`config.mk`:
```
export PLATFORM = sky130hd
export DESIGN_NAME = bpp_ports
export DESIGN_NICKNAME = d
export VERILOG_FILES = /design/src/bpp_pkg.sv /design/src/bpp_sync.sv /design/src/bpp_ports.sv
export SDC_FILE = /design/constraint.sdc
export NUM_CORES = 1
export LEC_CHECK = 0
export BUFFER_PORTS_ARGS = -buffer_cell sky130_fd_sc_hd__buf_2
export CAP_MARGIN = 20
export CELL_PAD_IN_SITES_DETAIL_PLACEMENT = 1
export CELL_PAD_IN_SITES_GLOBAL_PLACEMENT = 2
export CORE_ASPECT_RATIO = 0.8
export CORE_MARGIN = 2
export CORE_UTILIZATION = 29
export DETAILED_ROUTE_END_ITERATION = 8
export GPL_TIMING_DRIVEN = 0
export PLACE_DENSITY = 0.79
export SYNTH_ARGS = -nofsm -noshare
export SYNTH_HDL_FRONTEND = slang
export SYNTH_SLANG_ARGS = --single-unit
```
`constraint.sdc`:
```
create_clock -name pclk -period 1.35 [get_ports pclk]
set_input_delay 0.2025 -clock pclk [delete_from_list [all_inputs] [get_ports pclk]]
set_output_delay 0.2025 -clock pclk [all_outputs]
set_load 0.05 [all_outputs]
```
`src/bpp_pkg.sv`:
```
// constants shared by the parallel port block
package bpp_pkg;

    // ************************************************************
    // port widths
    // ************************************************************
    localparam int BPP_WIDTH_A = 8;
    localparam int BPP_WIDTH_B = 8;
    localparam int BPP_WIDTH_C = 4;
    localparam int BPP_TOTAL_LINES = 20;
    localparam int BPP_SYNC_STAGES = 2;

    // ************************************************************
    // register byte offsets
    // ************************************************************
    localparam int BPP_ADDR_W = 12;
    localparam logic [11:0] BPP_OFS_DATA_A = 12'h000;
    localparam logic [11:0] BPP_OFS_DATA_B = 12'h004;
    localparam logic [11:0] BPP_OFS_DATA_C = 12'h008;
    localparam logic [11:0] BPP_OFS_DIR_A = 12'h00C;
    localparam logic [11:0] BPP_OFS_DIR_B = 12'h010;
    localparam logic [11:0] BPP_OFS_DIR_C = 12'h014;

    // ************************************************************
    // values after reset and the direction read-back value
    // ************************************************************
    localparam logic [7:0] BPP_DIR_RESET = 8'h00;
    localparam logic [31:0] BPP_RDATA_RESET = 32'h0000_0000;
    localparam logic [31:0] BPP_DIR_READ = 32'hFFFF_FFFF;

endpackage : bpp_pkg

```
`src/bpp_sync.sv`:
```
// two flip-flop synchroniser for pin inputs
`timescale 1ns/1ps
module bpp_sync
    import bpp_pkg::*;
#(
    parameter int WIDTH = 8
) (
    // clock and reset
    input wire logic pclk,
    input wire logic presetn,
    // data
    input wire logic [WIDTH-1:0] async_in,
    output logic [WIDTH-1:0] sync_out
);

    // ************************************************************
    // metastability stages
    // ************************************************************
    logic [WIDTH-1:0] meta_r;
    logic [WIDTH-1:0] meta_nxt;
    logic [WIDTH-1:0] sync_r;
    logic [WIDTH-1:0] sync_nxt;

    initial begin
        if (WIDTH < 1) begin
            $error("bpp_sync: WIDTH must be at least 1");
        end
    end

    always_comb begin
        meta_nxt = async_in;
        // only the second stage reads the first
        sync_nxt = meta_r;
    end

    always_ff @(posedge pclk or negedge presetn) begin
        if (!presetn) begin
            meta_r <= '0;
            sync_r <= '0;
        end else begin
            meta_r <= meta_nxt;
            sync_r <= sync_nxt;
        end
    end

    assign sync_out = sync_r;

endmodule : bpp_sync

```
`src/bpp_ports.sv`:
```
// three bidirectional parallel ports behind an apb slave
//
// The APB interface to the registers and the placing of the registers were decided locally.
`timescale 1ns/1ps
// Operation
// - direction 1 drives latch, 0 makes input
// - direction registers read back all ones
// - reset clears every direction bit
// - reset leaves output data latches untouched
// - data write updates every latch bit
// - output line reads back its latch
// - input line reads synchronised pin level
// - input line driver off, port a optional
// - two byte ports, one nibble port
// - port a optional build-time pull-up
module bpp_ports
    import bpp_pkg::*;
#(
    parameter int WIDTH_A = BPP_WIDTH_A,
    parameter int WIDTH_B = BPP_WIDTH_B,
    parameter int WIDTH_C = BPP_WIDTH_C,
    parameter bit PULLUP_A = 1'b0
) (
    // clock and reset
    input wire logic pclk,
    input wire logic presetn,
    // apb slave
    input wire logic psel,
    input wire logic penable,
    input wire logic pwrite,
    input wire logic [BPP_ADDR_W-1:0] paddr,
    input wire logic [31:0] pwdata,
    input wire logic [3:0] pstrb,
    output logic [31:0] prdata,
    output logic pready,
    output logic pslverr,
    // first byte port
    input wire logic [WIDTH_A-1:0] first_byte_port_lines_in,
    output logic [WIDTH_A-1:0] first_byte_port_lines_out,
    output logic [WIDTH_A-1:0] first_byte_port_lines_oe,
    output logic [WIDTH_A-1:0] first_byte_port_pullup_en,
    // second byte port
    input wire logic [WIDTH_B-1:0] second_byte_port_lines_in,
    output logic [WIDTH_B-1:0] second_byte_port_lines_out,
    output logic [WIDTH_B-1:0] second_byte_port_lines_oe,
    // nibble port
    input wire logic [WIDTH_C-1:0] nibble_port_lines_in,
    output logic [WIDTH_C-1:0] nibble_port_lines_out,
    output logic [WIDTH_C-1:0] nibble_port_lines_oe
);

    // ************************************************************
    // elaboration checks
    // ************************************************************
    initial begin
        if (WIDTH_A < 1 || WIDTH_A > 8 || WIDTH_B < 1 || WIDTH_B > 8 ||
            WIDTH_C < 1 || WIDTH_C > 8) begin
            $error("bpp_ports: each port must be 1 to 8 lines wide");
        end
        if (WIDTH_A + WIDTH_B + WIDTH_C != BPP_TOTAL_LINES) begin
            $error("bpp_ports: ports must total the documented lines");
        end
    end

    // ************************************************************
    // bus decode
    // ************************************************************
    logic setup_ph;
    logic access_ph;
    logic wr_en;
    logic hit_da;
    logic hit_db;
    logic hit_dc;
    logic hit_ra;
    logic hit_rb;
    logic hit_rc;
    logic mapped;

    assign setup_ph = psel & ~penable;
    assign access_ph = psel & penable;
    // a write lands only at the edge that completes the access
    assign wr_en = access_ph & pwrite & pstrb[0];
    assign hit_da = (paddr == BPP_OFS_DATA_A);
    assign hit_db = (paddr == BPP_OFS_DATA_B);
    assign hit_dc = (paddr == BPP_OFS_DATA_C);
    assign hit_ra = (paddr == BPP_OFS_DIR_A);
    assign hit_rb = (paddr == BPP_OFS_DIR_B);
    assign hit_rc = (paddr == BPP_OFS_DIR_C);
    assign mapped = hit_da | hit_db | hit_dc | hit_ra | hit_rb | hit_rc;

    // ************************************************************
    // pin synchronisers
    // ************************************************************
    logic [WIDTH_A-1:0] pin_a;
    logic [WIDTH_B-1:0] pin_b;
    logic [WIDTH_C-1:0] pin_c;

    bpp_sync #(.WIDTH(WIDTH_A)) u_sync_a (
        .pclk(pclk),
        .presetn(presetn),
        .async_in(first_byte_port_lines_in),
        .sync_out(pin_a)
    );

    bpp_sync #(.WIDTH(WIDTH_B)) u_sync_b (
        .pclk(pclk),
        .presetn(presetn),
        .async_in(second_byte_port_lines_in),
        .sync_out(pin_b)
    );

    bpp_sync #(.WIDTH(WIDTH_C)) u_sync_c (
        .pclk(pclk),
        .presetn(presetn),
        .async_in(nibble_port_lines_in),
        .sync_out(pin_c)
    );

    // ************************************************************
    // direction registers
    // ************************************************************
    logic [WIDTH_A-1:0] dir_a_r;
    logic [WIDTH_A-1:0] dir_a_nxt;
    logic [WIDTH_B-1:0] dir_b_r;
    logic [WIDTH_B-1:0] dir_b_nxt;
    logic [WIDTH_C-1:0] dir_c_r;
    logic [WIDTH_C-1:0] dir_c_nxt;

    always_comb begin
        dir_a_nxt = dir_a_r;
        dir_b_nxt = dir_b_r;
        dir_c_nxt = dir_c_r;
        if (wr_en && hit_ra) begin
            dir_a_nxt = pwdata[WIDTH_A-1:0];
        end
        if (wr_en && hit_rb) begin
            dir_b_nxt = pwdata[WIDTH_B-1:0];
        end
        if (wr_en && hit_rc) begin
            dir_c_nxt = pwdata[WIDTH_C-1:0];
        end
    end

    always_ff @(posedge pclk or negedge presetn) begin
        if (!presetn) begin
            dir_a_r <= BPP_DIR_RESET[WIDTH_A-1:0];
            dir_b_r <= BPP_DIR_RESET[WIDTH_B-1:0];
            dir_c_r <= BPP_DIR_RESET[WIDTH_C-1:0];
        end else begin
            dir_a_r <= dir_a_nxt;
            dir_b_r <= dir_b_nxt;
            dir_c_r <= dir_c_nxt;
        end
    end

    // ************************************************************
    // output data latches
    // ************************************************************
    logic [WIDTH_A-1:0] out_a_r;
    logic [WIDTH_A-1:0] out_a_nxt;
    logic [WIDTH_B-1:0] out_b_r;
    logic [WIDTH_B-1:0] out_b_nxt;
    logic [WIDTH_C-1:0] out_c_r;
    logic [WIDTH_C-1:0] out_c_nxt;

    // whole port is written whatever the directions are
    always_comb begin
        out_a_nxt = out_a_r;
        out_b_nxt = out_b_r;
        out_c_nxt = out_c_r;
        if (wr_en && hit_da) begin
            out_a_nxt = pwdata[WIDTH_A-1:0];
        end
        if (wr_en && hit_db) begin
            out_b_nxt = pwdata[WIDTH_B-1:0];
        end
        if (wr_en && hit_dc) begin
            out_c_nxt = pwdata[WIDTH_C-1:0];
        end
    end

    // no reset here: contents survive reset and start undefined
    always_ff @(posedge pclk) begin
        out_a_r <= out_a_nxt;
        out_b_r <= out_b_nxt;
        out_c_r <= out_c_nxt;
    end

    // ************************************************************
    // pin drive
    // ************************************************************
    assign first_byte_port_lines_out = out_a_r;
    assign second_byte_port_lines_out = out_b_r;
    assign nibble_port_lines_out = out_c_r;
    assign first_byte_port_lines_oe = dir_a_r;
    assign second_byte_port_lines_oe = dir_b_r;
    assign nibble_port_lines_oe = dir_c_r;
    // pull-up only holds an input line; without the option it floats
    assign first_byte_port_pullup_en =
        PULLUP_A ? ~dir_a_r : '0;

    // ************************************************************
    // read data and answer
    // ************************************************************
    logic [31:0] prdata_r;
    logic [31:0] prdata_nxt;
    logic pslverr_r;
    logic pslverr_nxt;

    // read data is captured at the setup edge so it leaves a flip-flop
    always_comb begin
        prdata_nxt = prdata_r;
        pslverr_nxt = pslverr_r;
        if (setup_ph) begin
            prdata_nxt = BPP_RDATA_RESET;
            pslverr_nxt = ~mapped;
            if (!pwrite) begin
                if (hit_da) begin
                    prdata_nxt[WIDTH_A-1:0] =
                        (dir_a_r & out_a_r) | (~dir_a_r & pin_a);
                end
                if (hit_db) begin
                    prdata_nxt[WIDTH_B-1:0] =
                        (dir_b_r & out_b_r) | (~dir_b_r & pin_b);
                end
                if (hit_dc) begin
                    prdata_nxt[WIDTH_C-1:0] =
                        (dir_c_r & out_c_r) | (~dir_c_r & pin_c);
                end
                if (hit_ra) begin
                    prdata_nxt[WIDTH_A-1:0] = BPP_DIR_READ[WIDTH_A-1:0];
                end
                if (hit_rb) begin
                    prdata_nxt[WIDTH_B-1:0] = BPP_DIR_READ[WIDTH_B-1:0];
                end
                if (hit_rc) begin
                    prdata_nxt[WIDTH_C-1:0] = BPP_DIR_READ[WIDTH_C-1:0];
                end
            end
        end
    end

    always_ff @(posedge pclk or negedge presetn) begin
        if (!presetn) begin
            prdata_r <= BPP_RDATA_RESET;
            pslverr_r <= 1'b0;
        end else begin
            prdata_r <= prdata_nxt;
            pslverr_r <= pslverr_nxt;
        end
    end

    assign prdata = prdata_r;
    assign pslverr = pslverr_r;
    // access phase always completes in its first cycle
    assign pready = 1'b1;

    logic rd_setup;
    assign rd_setup = setup_ph & ~pwrite;
endmodule : bpp_ports

```
# Word level (Yosys, flattened, before mapping)
# Index checks and enable logic that the tools add are counted.
# word_totals
reg_bits	89
input_bits	73
output_inout_bits	82
word_cells	56
# classes
eq_ne	5
muxes	7
bitwise_logic	23
n_reduce_logical	7
# op_table
cell	count
$mux 8	5
$and 8x8->8	4
$eq 12x4->1 const B	2
$eq 12x5->1 const B	2
$not 8->8	2
$or 8x8->8	2
$eq 12x3->1 const B	1
$logic_not 12->1	1
$and 4x4->4	2
$mux 4	2
$logic_and 1x1->1	6
$or 1x1->1	5
$and 1x1->1	4
$not 4->4	1
$or 4x4->4	1
$not 1->1	2

# Longest topological paths before layout
# depth
ltp_word	10
ltp_mapped	5
ltp_nobuf	4

# By module
# From an unflattened synthesis, not the netlist that was laid out.
# unflattened
cells_unflattened	239
area_unflattened_um2	3453.3
# modules_own_cells
mod	n_inst	cells_each	area_each_um2	seq_area_each_um2
bpp_ports	1	199	2452.4	1326.3
bpp_sync (u_sync_a ...)	2	16	400.4	400.4
bpp_sync (u_sync_c)	1	8	200.2	200.2

# Worst setup path after synthesis
# No wires, ideal clock.
# synth_timing
kind	input to register
from	input port paddr[9]
to	register out_a_r[0] (netlist: first_byte_port_lines_out[0]) (enable)
setup_time_ps	370
t_arrival_ps	1898
required_ps	980
setup_slack_ps	-917
path_stages	5
n_path_buf	1
cell_sequence	or4_4 -> or3_1 -> buf_2 -> or3_1 -> nor3_2
# synth_between
elab_chain_cells	2
# synth_rtl
element	line	source
start: declaration	bpp_ports.sv:31	input wire logic [BPP_ADDR_W-1:0] paddr,
$logic_not 12->1	bpp_ports.sv:83	assign hit_da = (paddr == BPP_OFS_DATA_A);
$logic_and 1x1->1	bpp_ports.sv:171	if (wr_en && hit_da) begin
end signal: assignment	bpp_ports.sv:184	out_a_r <= out_a_nxt;
end: declaration	bpp_ports.sv:159	logic [WIDTH_A-1:0] out_a_r;
# Every way passes these cells.
# A chain may end at the register's enable or synchronous reset.

# Final worst setup path
# layout_timing
from	input port paddr[9]
to	register out_a_r[6] (netlist: first_byte_port_lines_out[6]) (enable)
# The elaborated chain is that of the path after synthesis.

==> metrics.md <==
| Metric | Value |
|---|---|
| Result of the run | complete, but fails checks |
| Violated checks | hold timing, setup timing |
| First-pass GRT wire length | around 14000 um |
| Actual slew at the worst max-slew pin | 0.889 ns |
| Post-Route Skew | 0.00520 ns |
| Number of DRC markers after the initial detailed-route iteration | between 60 and 70 |
| Count of different cell masters after synthesis | 35 |
| Synth Register Bits | 89 |
| Vias per cell | around 4.2 |
| Overall overflow remaining after global route | 0 |
| Die outline height | ~100 um |
| Final setup vio count | 49 |
| Global placement routability congestion | 0.762 |
| Detailed Place HPWL | 6200 um |
| Clock-pin slew reported for the worst setup and hold paths after clock tree synthesis | 0.06 ns |
| Number of enable flip-flop cells after synthesis | 20 |
| Arrival time reported for the critical path endpoint | 1.97 ns |
| Cell-by-cell trace of the critical path | buf_6 -> or4_4 -> or3_4 -> or3_4 -> nor3_4 -> buf_6 |
| Largest net degree at the start of global routing | 70 |
| Worst reg2reg path startpoint | u_sync_c.sync_out[3]$_DFF_PN0_ |
| Via count | 2378 |
| Slowest cell on the critical path | sky130_fd_sc_hd__or4_4 |
| Number of sinks driven by the clock tree | 89 |
| Share of final-layout standard cells stronger than drive strength 1 | 48.8% |
| Multi-input gate area in the final layout | 0.00118 mm^2 |
| Category of the critical setup timing path | in2reg |
| Startpoint class of the critical path | primary input |
| Total standard cell area after synthesis | ~0.0035 mm^2 |
| Max Fclk | 0.522 GHz |
| Required time worst endpoint | 1.40 ns |
| DRC Markers | 0 |
| Top_reg_cell synth | sky130_fd_sc_hd__dfrtp_1 |
| Final layout net count | 482 |
| Die outline width | 126 um |
| Crit share post-route | 142% |
| CTS tree | built |
| Path type of the worst min-delay path | in2async |
| Syn Area/Cell | 14.3 um^2 |
| Flop2flop setup slack | -0.26 ns |
| Number of global-route vias before repair | 2524 |
| Power density over the cells | about 1100 mW/mm^2 |
| Leak Pwr | 2.45 nW |
| Setup Slack @ Placement | -1.24 ns |
| Port buffer count | between 90 and 100 |
| Max IR drop VDD | 1090 uV |
| Total routing resource utilization after global routing | 15.4% |
| Worst slew margin relative to its limit | 40.7% |
| Proportion of register bits with asynchronous set or reset after synthesis | 77.5% |
| Total CTS buffers | 9 |
| Aggregate negative setup slack | -22.38 ns |
| Setup repair after global routing missed its margin | yes |
| Std-Cell Core Area | roughly 0.012 mm^2 |
| PnR worst setup slack | -0.565 ns |
| Routed wire length per instance | 16.6 um |
| Effective utilization at floorplan | roughly 30% |
| Part of the Yosys area used for sequential elements | 67.4% |
| FF+latch area | roughly 0.0023 mm^2 |
| Count of antenna-violating nets left after detailed routing | 0 |
| Die footprint | 0.0128 mm^2 |
| Worst reg-to-reg path cell count | 4 |
| Post-Synthesis Cells | between 200 and 250 |
| Element type at the critical path end | register |
| Sum of routed wire length over all layers | 9350 um |
| Buffer type at the clock tree root | sky130_fd_sc_hd__clkbuf_16 |
| Ys Warns | 0 |
| Number of primary I/O pins | 155 |
| Fin. Hold Viols | 23 |
| MaxCap Viol Count | 0 |
| Shortest period the worst path allows | 1.92 ns |
| Final count of pins violating max slew | 0 |
| Clock latency at the later pin of the worst-skew pair | 0.34 ns |
| Hold slack final | -0.0113 ns |
| Fill cell instance count of the final layout | approximately 1.3k |
| Number of buffers on the longest clock path | 2 |
| Area growth from synthesis to final layout | 47.4% |
| CTS H-tree depth | 3 |
| Core Rows | 35 |
| Delay of the slowest cell on the worst path | approximately 0.55 ns |
| Antenna violations before repair | 0 |
| CP Max Fanout | 4 |
| Worst r2r dst | prdata[3]$_DFFE_PN0P_ |
| Final antenna diode count | 0 |
| Pre-Repair DR Iteration Count | 4 |
report_power, final:
group          switching (W)  leakage (nW)  internal [W]  total [W]
clock               0.000968         0.135       0.00141    0.00238
combinational       0.000387          1.27      0.000203   0.000590
sequential         0.0000158          1.04       0.00281    0.00283
per-layer routing:
metal | vias to the layer above | share of wire, % | track usage [%] | wire length, um
met5 | - | 0 | 0 | 0
met4 | 0 | 1.1 | 4.31 | 103
met3 | 9 | 6.5 | 5.76 | 607
met2 | 74 | 48 | 25.1 | 4460
met1 | 1161 | 45 | 19.4 | 4170
li1 | 1134 | - | - | -
final cells by class:
type / instances / share of cell area (%)
flip-flops and latches: 89 / 45.7
multi-input cells: 143 / 23.2
repair buffers: 127 / 16.3
clock buffers: 15 / 5.48
clock inverters: 1 / 0.147
well taps: 148 / 3.64
inverters: 1 / 0.0737
plain buffers: 38 / 5.48
cell families after synthesis:
family	after synthesis	synth area share, %
AO/OA/AOI/OAI	34	6.81
other	2	0.218
flip-flops	89	67.4
multiplexers	31	9.86
buffers and inverters	40	8.01
AND/OR/NAND/NOR	45	7.68
placed cells by master, fill, tap and decap left out, types with 2 or more instances in the layout:
master / count
sky130_fd_sc_hd__o21ai_1: 3
sky130_fd_sc_hd__a21oi_1: 8
sky130_fd_sc_hd__o211ai_1: 3
sky130_fd_sc_hd__a21o_1: 4
sky130_fd_sc_hd__or3_4: 3
sky130_fd_sc_hd__mux2i_1: 7
sky130_fd_sc_hd__clkbuf_16: 10
sky130_fd_sc_hd__nand3_4: 2
sky130_fd_sc_hd__nor3_4: 3
sky130_fd_sc_hd__nor2b_2: 2
sky130_fd_sc_hd__mux2_2: 13
sky130_fd_sc_hd__nand2_1: 7
sky130_fd_sc_hd__buf_2: 90
sky130_fd_sc_hd__a211oi_1: 5
sky130_fd_sc_hd__clkbuf_1: 7
sky130_fd_sc_hd__conb_1: 33
sky130_fd_sc_hd__nor2_1: 5
sky130_fd_sc_hd__edfxtp_1: 20
sky130_fd_sc_hd__buf_4: 40
sky130_fd_sc_hd__mux2_4: 11
sky130_fd_sc_hd__nor2b_1: 10
sky130_fd_sc_hd__nand2b_1: 2
sky130_fd_sc_hd__o31ai_4: 4
sky130_fd_sc_hd__dfrtp_1: 68
sky130_fd_sc_hd__buf_8: 2
sky130_fd_sc_hd__dlygate4sd3_1: 20
sky130_fd_sc_hd__buf_6: 8
sky130_fd_sc_hd__nor4_4: 2
sky130_fd_sc_hd__a2111oi_1: 3
Yosys cell counts, types with 2 or more instances:
cell type	count	area share (%)
sky130_fd_sc_hd__dfrtp_1	69	50
sky130_fd_sc_hd__buf_4	33	7.2
sky130_fd_sc_hd__mux2_2	24	7.8
sky130_fd_sc_hd__edfxtp_1	20	17
sky130_fd_sc_hd__nor2b_1	12	2.2
sky130_fd_sc_hd__a21oi_1	8	1.2
sky130_fd_sc_hd__mux2i_1	7	2.0
sky130_fd_sc_hd__nand2_1	7	0.76
sky130_fd_sc_hd__a211oi_1	6	1.3
sky130_fd_sc_hd__nor2_1	5	0.54
sky130_fd_sc_hd__a2111oi_0	4	1.0
sky130_fd_sc_hd__a21o_1	4	0.87
sky130_fd_sc_hd__clkbuf_1	4	0.43
sky130_fd_sc_hd__o31ai_1	4	0.87
sky130_fd_sc_hd__nand3_1	3	0.43
sky130_fd_sc_hd__o211ai_1	3	0.65
sky130_fd_sc_hd__o21ai_0	3	0.43
sky130_fd_sc_hd__or3_1	3	0.54
sky130_fd_sc_hd__and3_1	2	0.36
sky130_fd_sc_hd__buf_2	2	0.29
sky130_fd_sc_hd__conb_1	2	0.22
sky130_fd_sc_hd__nand2b_1	2	0.36
sky130_fd_sc_hd__nor3_1	2	0.29
registers in the layout, summed over array words and instances (netlist names):
register / flops
first_byte_port_lines_oe: 8
first_byte_port_lines_out: 8
prdata: 8
second_byte_port_lines_oe: 8
second_byte_port_lines_out: 8
u_sync_a.meta_r: 8
u_sync_a.sync_out: 8
u_sync_b.meta_r: 8
u_sync_b.sync_out: 8
nibble_port_lines_oe: 4
nibble_port_lines_out: 4
u_sync_c.meta_r: 4
u_sync_c.sync_out: 4
pslverr: 1
through the flow:
stage | cells | hold slack [ns] | power, W | utilization [%] | instance area, um^2
2_1_floorplan | 272 | -0.0931 | 0.00322 | - | 3590
3_3_place_gp | 513 | 0.311 | 0.00338 | 36.7 | 4250
3_5_place_dp | 513 | 0.312 | 0.00339 | 36.7 | 4250
4_1_cts | 563 | 0.0300 | 0.00587 | 43.9 | 5080
5_1_grt | 562 | 0.0624 | 0.00603 | 44.0 | 5090
6_report | 562 | -0.0113 | 0.00580 | 44.0 | 5090
worst max path at each step:
stage | slack, ns | start | to
global placement | -1.24 | paddr[9] | second_byte_port_lines_out[0]$_DFFE_PP_
finish | -0.57 | paddr[9] | first_byte_port_lines_out[6]$_DFFE_PP_
global route | -0.61 | paddr[9] | first_byte_port_lines_out[6]$_DFFE_PP_
floorplan | -0.80 | paddr[9] | first_byte_port_lines_out[0]$_DFFE_PP_
detailed placement | -1.24 | paddr[9] | first_byte_port_lines_out[0]$_DFFE_PP_
CTS | -0.60 | paddr[10] | first_byte_port_lines_out[6]$_DFFE_PP_
worst max-delay path, delay by kind of cell:
kind / cells / cell delay, ns
AND/OR/NAND/NOR: 4 / 1.52
buffers and inverters: 2 / 0.25
repair_timing:
item                       CTS  global route
hold endpoints to repair    20             0
setup endpoints to repair   48            49
setup buffers               14             4
hold buffers                20             0
pin swaps                   14             9
resized for setup           47            11
Power figures use the tool's default switching activity.
